===== config.mk =====
export PLATFORM = sky130hd
export DESIGN_NAME = sdpi_top
export DESIGN_NICKNAME = d
export VERILOG_FILES = /design/src/design/sdpi_pkg.sv /design/src/design/sdpi_top.sv
export SDC_FILE = /design/constraint.sdc
export NUM_CORES = 1
export LEC_CHECK = 0
export BUFFER_PORTS_ARGS = -buffer_cell sky130_fd_sc_hd__buf_2
export CAP_MARGIN = 15
export CORE_MARGIN = 5
export CORE_UTILIZATION = 35
export CTS_BUF_LIST = sky130_fd_sc_hd__clkbuf_2
export DETAILED_ROUTE_END_ITERATION = 10
export GPL_TIMING_DRIVEN = 0
export PLACE_DENSITY = 0.56
export SLEW_MARGIN = 40
export SYNTH_ARGS = -nofsm -noshare
export SYNTH_HDL_FRONTEND = slang
export SYNTH_SLANG_ARGS = --single-unit

===== constraint.sdc =====
create_clock -name clock_in -period 5.2 [get_ports clock_in]
set_input_delay 0.78 -clock clock_in [delete_from_list [all_inputs] [get_ports clock_in]]
set_output_delay 0.78 -clock clock_in [all_outputs]
set_load 0.02 [all_outputs]

===== src/design/sdpi_pkg.sv =====
// sdpi_pkg: constants, field layout and carrier types of the serial-port dma pointer block.
// assumes an 8-bit register port and a 12-bit byte-addressed data ram.
package sdpi_pkg;

  // --------------------------------------------------------------------------
  // register offsets
  // --------------------------------------------------------------------------
  localparam int unsigned ADDR_W = 4;
  localparam logic [3:0] OFS_CTRL_A  = 4'h0;
  localparam logic [3:0] OFS_CTRL_B  = 4'h1;
  localparam logic [3:0] OFS_TX_HIGH = 4'h2;
  localparam logic [3:0] OFS_TX_LOW  = 4'h3;
  localparam logic [3:0] OFS_RX_HIGH = 4'h4;
  localparam logic [3:0] OFS_RX_LOW  = 4'h5;
  localparam logic [3:0] OFS_BC_HIGH = 4'h6;
  localparam logic [3:0] OFS_BC_LOW  = 4'h7;
  localparam logic [3:0] OFS_STATUS  = 4'h8;

  // --------------------------------------------------------------------------
  // field positions and reset values
  // --------------------------------------------------------------------------
  localparam int unsigned CA_ENABLE  = 0;
  localparam int unsigned CA_DLY_IRQ = 1;
  localparam int unsigned CA_DUP_LO  = 2;
  localparam int unsigned CA_DUP_HI  = 3;
  localparam int unsigned CA_RX_INC  = 4;
  localparam int unsigned CA_TX_INC  = 5;
  localparam int unsigned CA_SS_LO   = 6;
  localparam int unsigned CA_SS_HI   = 7;
  localparam int unsigned CB_WM_LO   = 0;
  localparam int unsigned CB_WM_HI   = 3;
  localparam int unsigned ST_FLAG    = 0;
  localparam int unsigned ST_ENABLE  = 1;
  localparam logic [7:0]  CTRL_RESET = 8'h00;

  localparam int unsigned PTR_W      = 12;
  localparam int unsigned PTR_HIGH_W = 4;
  localparam int unsigned BC_W       = 10;
  localparam int unsigned BC_HIGH_W  = 2;
  localparam int unsigned REM_W      = 11;

  // duplex field codes
  localparam logic [1:0] DUP_FULL    = 2'h2;
  localparam logic [1:0] DUP_TX_ONLY = 2'h1;
  localparam logic [1:0] DUP_RX_ONLY = 2'h0;

  // the top two 256-byte banks of data ram hold special function registers
  localparam logic [2:0] SFR_BANK_TOP = 3'h7;

  // remaining-byte level per watermark code, code 0 is completion only
  localparam logic [15:0][REM_W-1:0] WM_LEVELS = {
    11'h240, 11'h200, 11'h1c0, 11'h180, 11'h140, 11'h100, 11'h0c0, 11'h080,
    11'h043, 11'h020, 11'h010, 11'h008, 11'h004, 11'h002, 11'h001, 11'h000};

  // --------------------------------------------------------------------------
  // types
  // --------------------------------------------------------------------------
  typedef enum logic [1:0] {
    SDPI_TX_EMPTY = 2'h0,
    SDPI_TX_REQ   = 2'h1,
    SDPI_TX_WAIT  = 2'h3,
    SDPI_TX_FULL  = 2'h2
  } sdpi_tx_e;

  typedef struct packed {
    logic              rd;
    logic [PTR_W-1:0]  addr;
  } sdpi_mem_rd_s;

  typedef struct packed {
    logic              wr;
    logic [PTR_W-1:0]  addr;
    logic [7:0]        data;
  } sdpi_mem_wr_s;

  typedef struct packed {
    logic [7:0]        ctrl_a;
    logic [7:0]        ctrl_b;
    logic [PTR_W-1:0]  tx_ptr;
    logic [PTR_W-1:0]  rx_ptr;
    logic [BC_W-1:0]   count;
    logic              flag;
    logic              armed;
    sdpi_tx_e          tx_st;
    logic [7:0]        tx_byte;
    logic              tx_valid;
    sdpi_mem_rd_s      mrd;
    sdpi_mem_wr_s      mwr;
    logic              start;
    logic [7:0]        rdata;
  } sdpi_state_s;

endpackage


===== src/design/sdpi_top.sv =====
// sdpi_top: pointer, byte-count and interrupt-flag logic of the serial-port dma engine.
// assumes the shifter and data ram share clock_in; ram read data arrive the cycle after
// the read strobe; byte_done_in pulses once per byte moved by the shifter.
`timescale 1ns/1ps
`default_nettype none

module sdpi_top (
  input  wire logic                         clock_in,
  input  wire logic                         rst_in,
  input  wire logic [sdpi_pkg::ADDR_W-1:0]  reg_addr_in,
  input  wire logic [7:0]                   reg_wdata_in,
  input  wire logic                         reg_write_in,
  input  wire logic                         reg_read_in,
  output logic      [7:0]                   reg_rdata_out,
  input  wire logic                         master_mode_in,
  input  wire logic                         byte_done_in,
  input  wire logic [7:0]                   rx_byte_in,
  output logic      [7:0]                   tx_byte_out,
  output logic                              tx_valid_out,
  output logic                              start_out,
  output logic                              xfer_active_out,
  output logic                              serial_irq_flag_out,
  output sdpi_pkg::sdpi_mem_rd_s            mem_rd_out,
  input  wire logic [7:0]                   mem_rd_data_in,
  output sdpi_pkg::sdpi_mem_wr_s            mem_wr_out
);

  // --------------------------------------------------------------------------
  // state
  // --------------------------------------------------------------------------
  sdpi_pkg::sdpi_state_s state_r;
  sdpi_pkg::sdpi_state_s state_nxt;

  logic                             enable;
  logic [1:0]                       duplex;
  logic                             uses_tx;
  logic                             uses_rx;
  logic [sdpi_pkg::REM_W-1:0]       remaining;
  logic [sdpi_pkg::REM_W-1:0]       level;
  logic [sdpi_pkg::REM_W-1:0]       new_level;
  logic                             wr_ctrl_a;
  logic                             wr_ctrl_b;
  logic                             last_byte;
  logic                             flag_set;
  logic                             flag_clr;
  logic                             tx_sfr;
  logic                             rx_sfr;

  assign enable    = state_r.ctrl_a[sdpi_pkg::CA_ENABLE];
  assign duplex    = state_r.ctrl_a[sdpi_pkg::CA_DUP_HI:sdpi_pkg::CA_DUP_LO];
  // a reserved duplex code moves both pointers like full duplex
  assign uses_tx   = (duplex != sdpi_pkg::DUP_RX_ONLY);
  assign uses_rx   = (duplex != sdpi_pkg::DUP_TX_ONLY);
  assign remaining = sdpi_pkg::REM_W'(state_r.count) + sdpi_pkg::REM_W'(1);
  assign level     =
    sdpi_pkg::WM_LEVELS[state_r.ctrl_b[sdpi_pkg::CB_WM_HI:sdpi_pkg::CB_WM_LO]];
  assign new_level = sdpi_pkg::WM_LEVELS[reg_wdata_in[sdpi_pkg::CB_WM_HI:sdpi_pkg::CB_WM_LO]];
  assign wr_ctrl_a = reg_write_in && (reg_addr_in == sdpi_pkg::OFS_CTRL_A);
  assign wr_ctrl_b = reg_write_in && (reg_addr_in == sdpi_pkg::OFS_CTRL_B);
  assign last_byte = enable && byte_done_in && (state_r.count == '0);
  assign tx_sfr    = (state_r.tx_ptr[sdpi_pkg::PTR_W-1 -: 3] == sdpi_pkg::SFR_BANK_TOP);
  assign rx_sfr    = (state_r.rx_ptr[sdpi_pkg::PTR_W-1 -: 3] == sdpi_pkg::SFR_BANK_TOP);
  assign flag_clr  = reg_write_in && (reg_addr_in == sdpi_pkg::OFS_STATUS)
                     && reg_wdata_in[sdpi_pkg::ST_FLAG];

  // --------------------------------------------------------------------------
  // next state
  // --------------------------------------------------------------------------
  always_comb begin
    state_nxt       = state_r;
    state_nxt.start = 1'b0;
    state_nxt.mrd.rd = 1'b0;
    state_nxt.mwr.wr = 1'b0;
    flag_set        = 1'b0;

    // register writes
    if (reg_write_in) begin
      unique case (reg_addr_in)
        sdpi_pkg::OFS_CTRL_A: begin
          state_nxt.ctrl_a = reg_wdata_in;
          // slave-select drive by the engine forces the delay interrupt off
          if (reg_wdata_in[sdpi_pkg::CA_SS_HI:sdpi_pkg::CA_SS_LO] != 2'h0) begin
            state_nxt.ctrl_a[sdpi_pkg::CA_DLY_IRQ] = 1'b0;
          end
        end
        sdpi_pkg::OFS_CTRL_B: state_nxt.ctrl_b = reg_wdata_in;
        sdpi_pkg::OFS_TX_HIGH:
          state_nxt.tx_ptr[sdpi_pkg::PTR_W-1 -: sdpi_pkg::PTR_HIGH_W] =
            reg_wdata_in[sdpi_pkg::PTR_HIGH_W-1:0];
        sdpi_pkg::OFS_TX_LOW:  state_nxt.tx_ptr[7:0] = reg_wdata_in;
        sdpi_pkg::OFS_RX_HIGH:
          state_nxt.rx_ptr[sdpi_pkg::PTR_W-1 -: sdpi_pkg::PTR_HIGH_W] =
            reg_wdata_in[sdpi_pkg::PTR_HIGH_W-1:0];
        sdpi_pkg::OFS_RX_LOW:  state_nxt.rx_ptr[7:0] = reg_wdata_in;
        sdpi_pkg::OFS_BC_HIGH:
          state_nxt.count[sdpi_pkg::BC_W-1 -: sdpi_pkg::BC_HIGH_W] =
            reg_wdata_in[sdpi_pkg::BC_HIGH_W-1:0];
        sdpi_pkg::OFS_BC_LOW:  state_nxt.count[7:0] = reg_wdata_in;
        default: ;
      endcase
    end

    // start of a transaction: master starts the shifter, slave only waits
    if (wr_ctrl_a && !enable && reg_wdata_in[sdpi_pkg::CA_ENABLE]) begin
      state_nxt.start = master_mode_in;
      state_nxt.armed = 1'b1;
    end

    // a watermark raised above what is left rearms the flag
    if (wr_ctrl_b && enable && (new_level > remaining)) begin
      state_nxt.armed = 1'b1;
    end

    // per-byte progress
    if (byte_done_in) begin
      if (!enable) begin
        flag_set = 1'b1;
      end else begin
        if (uses_rx && !rx_sfr) begin
          state_nxt.mwr.wr   = 1'b1;
          state_nxt.mwr.addr = state_r.rx_ptr;
          state_nxt.mwr.data = rx_byte_in;
        end
        if (uses_rx && state_r.ctrl_a[sdpi_pkg::CA_RX_INC]) begin
          state_nxt.rx_ptr = state_r.rx_ptr + sdpi_pkg::PTR_W'(1);
        end
        if (uses_tx && state_r.ctrl_a[sdpi_pkg::CA_TX_INC]) begin
          state_nxt.tx_ptr = state_r.tx_ptr + sdpi_pkg::PTR_W'(1);
        end
        if (last_byte) begin
          state_nxt.ctrl_a[sdpi_pkg::CA_ENABLE] = 1'b0;
          state_nxt.armed = 1'b0;
          flag_set        = 1'b1;
        end else begin
          state_nxt.count = state_r.count - sdpi_pkg::BC_W'(1);
        end
      end
    end

    // watermark: fires once when the remaining count reaches the level
    if (enable && state_r.armed && !last_byte && (level != '0)) begin
      if (remaining <= level) begin
        flag_set        = 1'b1;
        state_nxt.armed = 1'b0;
      end
    end

    // set wins over a clear in the same cycle; nothing else clears the flag
    state_nxt.flag = (state_r.flag && !flag_clr) || flag_set;

    // transmit byte fetch
    unique case (state_r.tx_st)
      sdpi_pkg::SDPI_TX_EMPTY: begin
        if (enable && uses_tx && !last_byte) begin
          if (tx_sfr) begin
            // register banks are not readable, the shifter sends zero
            state_nxt.tx_byte  = 8'h00;
            state_nxt.tx_valid = 1'b1;
            state_nxt.tx_st    = sdpi_pkg::SDPI_TX_FULL;
          end else begin
            state_nxt.mrd.rd   = 1'b1;
            state_nxt.mrd.addr = state_r.tx_ptr;
            state_nxt.tx_st    = sdpi_pkg::SDPI_TX_REQ;
          end
        end
      end
      sdpi_pkg::SDPI_TX_REQ:  state_nxt.tx_st = sdpi_pkg::SDPI_TX_WAIT;
      sdpi_pkg::SDPI_TX_WAIT: begin
        state_nxt.tx_byte  = mem_rd_data_in;
        state_nxt.tx_valid = 1'b1;
        state_nxt.tx_st    = sdpi_pkg::SDPI_TX_FULL;
      end
      sdpi_pkg::SDPI_TX_FULL: begin
        if (byte_done_in || !enable) begin
          state_nxt.tx_valid = 1'b0;
          state_nxt.tx_st    = sdpi_pkg::SDPI_TX_EMPTY;
        end
      end
    endcase
    // a fetch in flight is dropped when the transaction ends
    if (!enable && (state_r.tx_st != sdpi_pkg::SDPI_TX_EMPTY)) begin
      state_nxt.tx_valid = 1'b0;
      state_nxt.tx_st    = sdpi_pkg::SDPI_TX_EMPTY;
    end

    // read data stand one cycle after the strobe, zero otherwise
    state_nxt.rdata = 8'h00;
    if (reg_read_in) begin
      unique case (reg_addr_in)
        sdpi_pkg::OFS_CTRL_A:  state_nxt.rdata = state_r.ctrl_a;
        sdpi_pkg::OFS_CTRL_B:  state_nxt.rdata = state_r.ctrl_b;
        sdpi_pkg::OFS_TX_HIGH:
          state_nxt.rdata = 8'(state_r.tx_ptr[sdpi_pkg::PTR_W-1 -: sdpi_pkg::PTR_HIGH_W]);
        sdpi_pkg::OFS_TX_LOW:  state_nxt.rdata = state_r.tx_ptr[7:0];
        sdpi_pkg::OFS_RX_HIGH:
          state_nxt.rdata = 8'(state_r.rx_ptr[sdpi_pkg::PTR_W-1 -: sdpi_pkg::PTR_HIGH_W]);
        sdpi_pkg::OFS_RX_LOW:  state_nxt.rdata = state_r.rx_ptr[7:0];
        sdpi_pkg::OFS_BC_HIGH:
          state_nxt.rdata = 8'(state_r.count[sdpi_pkg::BC_W-1 -: sdpi_pkg::BC_HIGH_W]);
        sdpi_pkg::OFS_BC_LOW:  state_nxt.rdata = state_r.count[7:0];
        sdpi_pkg::OFS_STATUS: begin
          state_nxt.rdata[sdpi_pkg::ST_FLAG]   = state_r.flag;
          state_nxt.rdata[sdpi_pkg::ST_ENABLE] = enable;
        end
        default: state_nxt.rdata = 8'h00;
      endcase
    end
  end

  // --------------------------------------------------------------------------
  // registers
  // --------------------------------------------------------------------------
  always_ff @(posedge clock_in) begin
    if (rst_in) begin
      state_r        <= '0;
      state_r.ctrl_a <= sdpi_pkg::CTRL_RESET;
      state_r.ctrl_b <= sdpi_pkg::CTRL_RESET;
      state_r.tx_st  <= sdpi_pkg::SDPI_TX_EMPTY;
    end else begin
      state_r <= state_nxt;
    end
  end

  assign reg_rdata_out       = state_r.rdata;
  assign tx_byte_out         = state_r.tx_byte;
  assign tx_valid_out        = state_r.tx_valid;
  assign start_out           = state_r.start;
  assign xfer_active_out     = enable;
  assign serial_irq_flag_out = state_r.flag;
  assign mem_rd_out          = state_r.mrd;
  assign mem_wr_out          = state_r.mwr;

endmodule // sdpi_top

`default_nettype wire


Word level (Yosys, flattened, before mapping)
Memories as Yosys holds them, arrays and structs flattened. A register that Yosys moved wholly into a read port is not among the register bits.
Cells that the tools add are included.
- muxes and demuxes: 46
- reductions and logical operators: 47
- $add $sub $neg: 4
- magnitude comparators: 4
- equality and inequality tests: 17
- bitwise operators: 7
- operator list (kind ; count):
    2-to-1 mux 34 bit ; 2
    2-to-1 mux 43 bit ; 1
    case mux 6 bit (7 select lines) ; 1
    2-to-1 mux 8 bit ; 4
    adder 12 x 1 -> 12 bit, second input constant ; 2
    2-to-1 mux 12 bit ; 2
    2-to-1 mux 24 bit ; 1
    2-to-1 mux 11 bit ; 2
    2-to-1 mux 21 bit ; 1
    logical AND 1 bit ; 20
    2-to-1 mux 1 bit ; 18
    case mux 2 bit (9 select lines) ; 1
    equality test 4 x 3 -> 1 bit, second input constant ; 4
    2-to-1 mux 4 bit ; 4
    case mux 8 bit (2 select lines) ; 1
    2-to-1 mux 13 bit ; 1
    adder 10 x 1 -> 11 bit, second input constant ; 1
    greater-than comparator 11 bit ; 1
    less-or-equal comparator 11 bit ; 1
    nonzero test 11 bit ; 1
    zero test 10 bit ; 1
    less-than comparator 4 x 5 -> 1 bit, second input constant ; 2
    2-to-1 mux 10 bit ; 1
    subtractor 10 x 1 -> 10 bit, second input constant ; 1
    other kinds (24) ; 51
- memories: 2
- output and inout bits: 54
- word-level logic and storage cells: 145
- ROM bits: 352
- input bits: 34
- register bits: 106
- memory list (name ; depth ; bits a word ; rd ports ; clocked after Yosys merged registers in ; write ports ; RTL line ; RTL):
    (name not given) ; 16 ; 11 ; 1 ; 0 ; 0 ; sdpi_top.sv:57 ; assign new_level = sdpi_pkg::WM_LEVELS[reg_wdata_in[sdpi_pkg::CB_WM_HI:sdpi_pkg::CB_WM_LO]];
    (name not given) ; 16 ; 11 ; 1 ; 1 ; 0 ; sdpi_top.sv:56 ; sdpi_pkg::WM_LEVELS[state_r.ctrl_b[sdpi_pkg::CB_WM_HI:sdpi_pkg::CB_WM_LO]];

Depth between registers and ports, before layout
Gate-level depths: netlist of run 1.
- word-level depth: 11
- depth in mapped cells: 13
- depth with buffers taken out: 12

Least setup slack after synthesis of run 1
No wires, ideal clock.
- kind: input port to flip-flop
- start point: input reg_wdata_in[0]
- end point: register state_r[54] in the netlist's numbering
- required time: 5084 ps
- arrival time: 2810 ps
- library setup time: 116 ps
- path slack: 2274 ps
- stages on the path: 10
- path buffers: 2
- cell sequence: clkbuf_1 -> clkbuf_1 -> nor4bb_1 -> ha_1 -> a21oi_1 -> a211oi_1 -> a311oi_1 -> o22ai_1 -> a221o_1 -> o211a_1
- word-level cells in the longest chain between the ends: 10
- elaborated cells on any way between the ends: 12
- those cells by class: 1 x order compare; 8 x mux; 2 x reduce/logical; 1 x memory
- ends and longest elaborated chain (element ; RTL line ; RTL):
    from (decl) ; sdpi_top.sv:11 ; input wire logic [7:0] reg_wdata_in,
    memory (16 x 11 bit) ; n/a ;
    2-to-1 mux 11 bit (implied by the code) ; sdpi_top.sv:57 ;
    greater-than comparator 11 bit ; sdpi_top.sv:110 ; if (wr_ctrl_b && enable && (new_level > remaining)) begin
    logical AND 1 bit ; sdpi_top.sv:110 ;
    2-to-1 mux 1 bit (*) ; sdpi_top.sv:110 ;
    2-to-1 mux 1 bit ; sdpi_top.sv:130 ; if (last_byte) begin
    2-to-1 mux 1 bit ; sdpi_top.sv:116 ; if (!enable) begin
    2-to-1 mux 1 bit (*) ; sdpi_top.sv:115 ; if (byte_done_in) begin
    2-to-1 mux 1 bit ; sdpi_top.sv:142 ; if (remaining <= level) begin
    2-to-1 mux 1 bit (*) ; sdpi_top.sv:141 ; if (enable && state_r.armed && !last_byte && (level != '0)) begin
    to (signal assigned) ; sdpi_top.sv:220 ; state_r <= state_nxt;
    to (decl) ; sdpi_top.sv:31 ; sdpi_pkg::sdpi_state_s state_r;
Mark *: on every way between the ends. The rest lies on a longest branch, timed or not. The select of a mux whose other input is x is not followed.
A chain may end at the register's enable or synchronous reset.

Worst setup path after layout of run 1
- start point: register state_r[56] in the netlist's numbering
- end point: register state_r[54] in the netlist's numbering
- word-level cells in the longest chain between the ends: 9
- elaborated cells on any way between the ends: 15
- those cells by class: 1 x add/sub; 2 x order compare; 6 x mux; 6 x reduce/logical
- ends and longest elaborated chain (element ; RTL line ; RTL):
    adder 10 x 1 -> 11 bit ; sdpi_top.sv:54 ; assign remaining = sdpi_pkg::REM_W'(state_r.count) + sdpi_pkg::REM_W'(1);
    greater-than comparator 11 bit ; sdpi_top.sv:110 ;
    logical AND 1 bit ; sdpi_top.sv:110 ;
    2-to-1 mux 1 bit ; sdpi_top.sv:110 ;
    2-to-1 mux 1 bit ; sdpi_top.sv:130 ;
    2-to-1 mux 1 bit ; sdpi_top.sv:116 ;
    2-to-1 mux 1 bit ; sdpi_top.sv:115 ;
    2-to-1 mux 1 bit ; sdpi_top.sv:142 ;
    2-to-1 mux 1 bit (*) ; sdpi_top.sv:141 ;
Mark *: on every way between the ends. The rest lies on a longest branch, timed or not.

==> results of run 1 <==
[per-layer routing]
layer / vias up / track usage (%)
met2: 183 / 28.64
met1: 2836 / 25.73
met5: - / 0
met4: 0 / 7.130
met3: 32 / 3.763
li1: 3035 / -
[state kept, by name (all words and copies together), names as in the netlist]
| signal | flops |
|---|---|
| reg_rdata_out | 8 |
| tx_valid_out | 1 |
| level | 10 |
| start_out | 1 |
| tx_byte_out | 8 |
| state_r | 50 |
| serial_irq_flag_out | 1 |
| mem_rd_out | 13 |
| mem_wr_out | 21 |
| xfer_active_out | 1 |
| duplex | 2 |
[per-stage QoR]
step | total power [uW] | utilization, % | cell area [sq um]
6_report | 1777 | 40.84 | 7589
5_1_grt | 1853 | 40.84 | 7589
4_1_cts | 1791 | 40.81 | 7584
3_5_place_dp | 1080 | 39.26 | 7295
3_3_place_gp | 1080 | 39.26 | 7295
2_1_floorplan | 1017 | - | 6581
[worst paths after layout]
kind / slack [ps] / depth (start not counted) / end
hold / removal: 260 / 2 / tx_byte_out[1]$_SDFFE_PP0P_
setup reg to reg: 1940 / 12 / state_r[54]$_SDFF_PP0_
hold reg to reg: 470 / 2 / mem_wr_out[9]$_SDFFE_PP0P_
setup / recovery: 1940 / 12 / state_r[54]$_SDFF_PP0_
[synth_stat cells (all sizes together) (2+ instances only)]
master / number
inv: 36
clkbuf: 31
a21oi: 69
xnor2: 5
a32oi: 2
or3: 5
nor4b: 6
or2: 2
nand3: 33
dfxtp: 116
a22oi: 3
buf: 68
nand2: 91
o31ai: 2
ha: 26
o21ai: 24
mux2i: 36
mux2: 2
a311oi: 8
a21boi: 2
and2: 4
a21o: 2
nor4: 7
xor2: 6
and3: 14
a211oi: 4
a2111oi: 4
a221oi: 13
a31oi: 8
nor2b: 6
nor2: 82
a31o: 3
nand3b: 5
nor3: 25
and4: 5
nor3b: 12
a22o: 9
o22ai: 7
nor4bb: 3
nand4: 7
nand2b: 3
[power groups by stage]
stage               combinational (uW)  clock [uW]  sequential [uW]
floorplan                         95.1           0              922
global placement                   155           0              924
detailed placement                 155           0              924
CTS                                156         728              907
global route                       173         772              908
finish                             157         713              907
[area by class of cell]
| cell class | count | area (sq um) |
|---|---|---|
| diodes | 2 | 5.005 |
| clock buffers | 17 | 85.08 |
| well taps | 234 | 292.8 |
| clock inverters | 15 | 203.9 |
| multi-input cells | 561 | 3532 |
| fillers | 1959 | 10990 |
| repair buffers | 84 | 420.4 |
| inverters | 36 | 135.1 |
| flip-flops and latches | 116 | 2322 |
| plain buffers | 99 | 591.8 |
[worst register-to-register path: stages, from the launching register on]
cell	delay (ps)
dfxtp_1	630
ha_1	290
and4_1	330
and4_1	230
xor2_1	220
inv_1	80
ha_1	330
nand4_1	130
a211oi_1	60
a311oi_1	260
o22ai_1	160
a221o_1	350
o211a_1	130
[cell families after synthesis]
group | Yosys count | share of synthesized area [%]
AO/OA/AOI/OAI | 170 | 16.83
XOR/XNOR | 11 | 1.464
adder cells (fa/ha/maj) | 27 | 5.095
buffers and inverters | 135 | 11.05
flip-flops | 116 | 35.29
multiplexers | 38 | 5.818
AND/OR/NAND/NOR | 315 | 24.47
==> reports/metrics.yaml, run 1 <==
outcome:
  status: "complete, no violations"
clock_tree:
  cts_hold_buffers: 0
  cts_root_buf: "clkbuf_2"
  clk_latency_ps: 740
  htree_levels: 4
  clk_pin_slew_worst_paths_ps: 200
  cts_num_sinks: 116
  cts_tree: "yes"
  postCtsSetupRepairBufs: 0
  clockBufferDepth: 2
  cts_buffers: 17
  cts-resized-gates: 0
floorplan:
  die_y_um: 147.1
  core_sq_um: 18580
  die_area_sq_um: 21650
  rows: 50
  start_util_pct: 35.42
  ios: 88
  die_w_um: 147.1
timing:
  tns_ps: 0
  rsz0062_at_grt: "false"
  fin_skew_ps: 52.27
  fin_crit_ps: 3255
  hold_viol: 0
  setup_slack_ps: 1945
  tightest_slew_ps: 813.2
  drv_slew: 0
  relSlewSlack_pct: 45.58
  min_period_over_period_pct: 62.60
  fmax_mhz: 307.2
  hold_slack_ps: 257.0
  setup_viol: 0
final_layout:
  drive_above_1_share_pct: 21.55
  synthToLayoutAreaGrowth_pct: 15.30
  final_common_cell: "dfxtp_1"
  layout.nets: 975
  layout_common_cells: "116 x dfxtp_1, 92 x buf_2, 90 x nand2_1, 81 x nor2_1, 69 x a21oi_1"
  fin_cells: 1164
routing:
  antenna_left: 0
  routedWlPerCell_um: 17.45
  dr_wl_met3_um: 1191
  drc_errors: 0
  drt-initial-drc-count: 460
  drt_pass1_iterations: 5
  wl_met1_um: 9652
  routed_via_density: 5.229
  wl_met2_um: 8972
  dr_total_vias: 6086
  top_layer: "met4"
  wirelength_um: 20320
yosys:
  netlist_area_sq_um: 6581
  ys_seq_elements: 116
  yosys_warnings: 0
  syn_inst: 812
  synth.largest_area_cell: "dfxtp_1"
  synth_edf_count: 0
  synthDistinctLibCells: 74
  avgSynthCellArea_sq_um: 8.105
  synth_flop_cell: "dfxtp_1"
  ys_top_cells_by_area: "dfxtp_1 35%, buf_4 5.9%, mux2i_1 5.5%, a21oi_1 5.2%, nand2_1 5.1%"
  seq_area_frac_synth_pct: 35.29
  synth_top_area_share_pct: 35.29
  async_flop_share_pct: 0
  synth_nets: 872
pwr:
  power_density_nw_per_um2: 234.2
  switchingPower_uw: 506.4
  peakVddDrop_mv: 0.1254
  power_frac_seq_pct: 51.0
  p_sw_share_pct: 28.50
  p_clk_share_pct: 40.1
  leakagePower_uw: 0.003286
  internal-power_uw: 1271
  power_frac_comb_pct: 8.8
global_route:
  grt.overflow.total: 0
  gr-usage-all-layers_pct: 18.62
  grt_pass1_vias: 5759
  grt_max_degree: 17
  antenna_found_initial: 1
  grt_pass1_wl_um: 31800
worst_setup_path:
  reg2reg_from: "state_r[56]$_SDFF_PP0_"
  crit_fanout: 9
  cp_num_buf_inv: 1
  cpMaxStageDelayCell: "dfxtp_1"
  cp-startpoint: "state_r[56]$_SDFF_PP0_"
  worstSetupPathType: "flop to flop"
  endpoint_kind: "flop"
  cp_top_family: "compound AO/OA/AOI/OAI gates"
  startpoint_type: "flop"
  cp_cell_sequence: "ha_1, and4_1, and4_1, xor2_1, inv_1, ha_1, nand4_1, a211oi_1, a311oi_1, o22ai_1, a221o_1, o211a_1"
  cp.arrival_ps: 3870
  critPathRequiredTime_ps: 5820
  crit_path_max_incr_delay_ps: 630
hold_path:
  holdCritStartpoint: "mem_rd_data_in[1]"
  hp-class: "input port to flop"
job:
  maxCapViolCount: 0
placed_design:
  post-place-ws_ps: 1387
  hpwlAfterDp_um: 14910
  dp.cells: 1130
  gp_congestion: 0.9149
  port_buffers: 84
Note: power is estimated with default switching activity, not from simulation.
==> run 2: changes to the inputs <==
ABC_AREA = 1   (was not set)
clock period = 3 ns   (was 5.2 ns; I/O delays follow)
==> run 2 against run 1 <==
Effect of this change:
- global-route usage about the same
- setup slack lost 1600 ps
- clock skew fell by 14 ps
- register-to-register slack got worse by 1600 ps
- total power up 64%
- sequential power up 74%
- combinational power grew 99%
- highest routed layer unchanged
==> reports/metrics.yaml, run 2 <==
outcome:
  status: "complete, no violations"
final_layout:
  layout.nets: 1140  # +17%
  synthToLayoutAreaGrowth_pct: 17.48
  drive_above_1_share_pct: 21.61  # +0.060 points
  fin_cells: 1353  # +16%
  final_common_cell: "nand2_1"
  largest_reg_flops: 50  # unchanged
  largest-register: "state_r"
  finalInstanceArea_sq_um: 7940  # +4.6%
  layout_common_cells: "173 x nand2_1, 116 x dfxtp_1, 109 x inv_1, 106 x a21oi_1, 91 x buf_2"
  fin_util_pct: 42.17  # +1.3 points
yosys:
  muxShareOfSynthArea_pct: 0  # -5.8 points
  ys_top_cells_by_count: "173 x nand2_1, 116 x dfxtp_1, 109 x inv_1"
  seq_area_frac_synth_pct: 34.36  # -0.93 points
  synthDistinctLibCells: 47  # -36%
  ys_top_cells_by_area: "dfxtp_1 34%, nand2_1 9.6%, a21oi_1 7.8%, inv_1 6.1%, buf_4 6.0%"
  synth-xor-area-share_pct: 2.592  # +1.1 points
  synth_compound_area_share_pct: 18.53  # +1.7 points
  synth_edf_count: 0  # unchanged
  synth_fa_ha_area_share_pct: 4.813  # -0.28 points
  avgSynthCellArea_sq_um: 7.070  # -13%
  synth-simple-area-share_pct: 24.90  # +0.43 points
  ys_seq_elements: 116  # unchanged
  async_flop_share_pct: 0  # unchanged
  synth_flop_cell: "dfxtp_1"
  synth_nets: 1016  # +17%
  netlist_area_sq_um: 6759  # +2.7%
  synth_top_family_by_area: "simple AND/OR/NAND/NOR gates"
  synth.largest_area_cell: "dfxtp_1"
  synth_top_area_share_pct: 34.36  # -0.93 points
  yosys_warnings: 0  # unchanged
  syn_inst: 956  # +18%
  synth_most_common_cell: "nand2_1"
timing:
  fin_skew_ps: 38.52  # -13.75 ps
  drv_slew: 0  # unchanged
  min_period_over_period_pct: 87.31  # +25 points
  setup_viol: 0  # unchanged
  fmax_mhz: 381.8  # +24%
  relSlewSlack_pct: 46.99  # +1.4 points
  tns_ps: 0  # unchanged
  fin_crit_ps: 2619  # -635.8 ps
  hold_slack_ps: 102.9  # -154.1 ps
  tightest_slew_ps: 795.2  # -18.03 ps
  hold_viol: 0  # unchanged
  rsz0062_at_grt: "false"
global_route:
  antenna_found_initial: 1  # unchanged
  grt_pass1_wl_um: 32260  # +1.5%
  gr-usage-all-layers_pct: 18.62  # about the same
  grt_pass1_vias: 5938  # +3.1%
  grt.overflow.total: 0  # unchanged
  grt_max_degree: 17  # unchanged
pwr:
  switchingPower_uw: 872.1  # +72%
  power_frac_seq_pct: 54.0  # +3.0 points
  p_sw_share_pct: 29.89  # +1.4 points
  leakagePower_uw: 0.003559  # +8.3%
  peakVddDrop_mv: 0.1744  # +39%
  internal-power_uw: 2045  # +61%
  p_clk_share_pct: 35.3  # -4.8 points
  power_density_nw_per_um2: 367.4  # +57%
  power_frac_comb_pct: 10.7  # +1.9 points
placed_design:
  dp.cells: 1301  # +15%
  place_area_sq_um: 7510  # +3.0%
  hpwlAfterDp_um: 15570  # +4.4%
  port_buffers: 85  # +1.2%
  gp_congestion: 0.9400  # +2.7%
worst_setup_path:
  endpoint_kind: "flop"
  cp_cell_sequence: "ha_1, nand3_1, nor2_2, inv_1, nor2_1, inv_1, o21ai_0, nand2_1, inv_1, ha_1, nand2_1, nor3_1, nand2_1, nand3_1, nand3_1, nand2_1, nand2_1, nor2_1"
  worstSetupPathType: "flop to flop"
  crit_path_max_incr_delay_ps: 470  # -160 ps
  cp.arrival_ps: 3270  # -600 ps
  cpMaxStageDelayCell: "dfxtp_1"
  crit_fanout: 5  # -4
  timing.critical_path.mode_cell: "nand2_1"
  startpoint_type: "flop"
  critPathRequiredTime_ps: 3650  # -2170 ps
floorplan:
  rows: 50  # unchanged
  die_y_um: 149.0  # +1.3%
  die_w_um: 149.0  # +1.3%
  start_util_pct: 35.89  # +0.47 points
  core_sq_um: 18830  # +1.3%
  ios: 88  # unchanged
  die_area_sq_um: 22190  # +2.5%
routing:
  drt_pass1_iterations: 7  # +2
  routed_via_density: 4.799  # -8.2%
  wirelength_um: 20670  # +1.7%
  routedWlPerCell_um: 15.28  # -12%
  antenna_left: 0  # unchanged
  drt-initial-drc-count: 449  # -2.4%
  drc_errors: 0  # unchanged
  dr_total_vias: 6493  # +6.7%
hold_path:
  hp-class: "input port to flop"
clock_tree:
  cts_tree: "yes"
  clockBufferDepth: 2  # unchanged
  cts_buffers: 17  # unchanged
  cts_root_buf: "clkbuf_2"
  clk_latency_ps: 720  # -20 ps
  clk_pin_slew_worst_paths_ps: 200  # about the same
  cts_num_sinks: 116  # unchanged
  htree_levels: 4  # unchanged
job:
  maxCapViolCount: 0  # unchanged
==> run 2: cell families after synthesis <==
family | Yosys count
AOI/OAI and AO/OA | 232
buffers and inverters | 206
adders and majority gates | 26
and+or+nand+nor | 356
xor gates and xnor gates | 20
DFF | 116
==> run 2: worst paths after layout <==
kind	start	slack (ps)	cells past startpoint	endpoint
max reg2reg	state_r[57]$_SDFF_PP0_	380	18	state_r[54]$_SDFF_PP0_
min	byte_done_in	100	4	state_r[53]$_SDFFE_PP0P_
min reg2reg	mem_rd_out[3]$_SDFFE_PP0P_	460	2	mem_rd_out[3]$_SDFFE_PP0P_
max	state_r[57]$_SDFF_PP0_	380	18	state_r[54]$_SDFF_PP0_
==> run 2: repair_timing <==
action / CTS / global route
endpoints found under the setup margin: 0 / 1
endpoints found under the hold margin: 19 / 1
hold buffers: 19 / 1
resized for setup: 0 / 1
setup buffers: 0 / 0
==> run 2: stage by stage <==
| stage | power [uW] | worst slack [ps] |
|---|---|---|
| finish | 2917 | 380.8 |
| CTS | 2940 | 310.4 |
| global route | 3063 | 35.81 |
| floorplan | 1786 | 788.4 |
| detailed placement | 1894 | 355.6 |
| global placement | 1893 | 389.8 |
==> run 2: per-layer routing <==
| layer | track usage, % | part of all wire (%) | wire length (um) | up-vias |
|---|---|---|---|---|
| met5 | 0 | 0 | 0 | - |
| met3 | 4.345 | 5.7 | 1169 | 27 |
| met1 | 25.74 | 47 | 9810 | 2954 |
| met4 | 5.126 | 1.7 | 352 | 0 |
| met2 | 29.15 | 45 | 9337 | 175 |
| li1 | - | - | - | 3337 |
==> run 2: area by class of cell <==
class,instances,area (sq um)
timing repair buffer,105,625.6
clock inverter,13,135.1
buffer,79,521.8
tap,260,325.3
clock buffer,18,90.09
fill,2025,10890
antenna,1,2.502
multi-input combinational,634,3438
inverter,127,479.2
sequential,116,2322
==> run 2: power by group through the flow <==
stage	registers (uW)	clock network, uW	logic (uW)
2_1_floorplan	1600	0	183
3_3_place_gp	1610	0	286
6_report	1580	1030	312
5_1_grt	1580	1140	346
4_1_cts	1580	1060	308
3_5_place_dp	1610	0	287
==> run 2: worst max-delay path, delay by kind of cell, from the launching register on <==
kind | cells | cell delay (ps)
flip-flops | 1 | 470
AO/OA/AOI/OAI | 1 | 140
AND/OR/NAND/NOR | 12 | 1380
buffers and inverters | 3 | 230
adder cells (fa/ha/maj) | 2 | 360
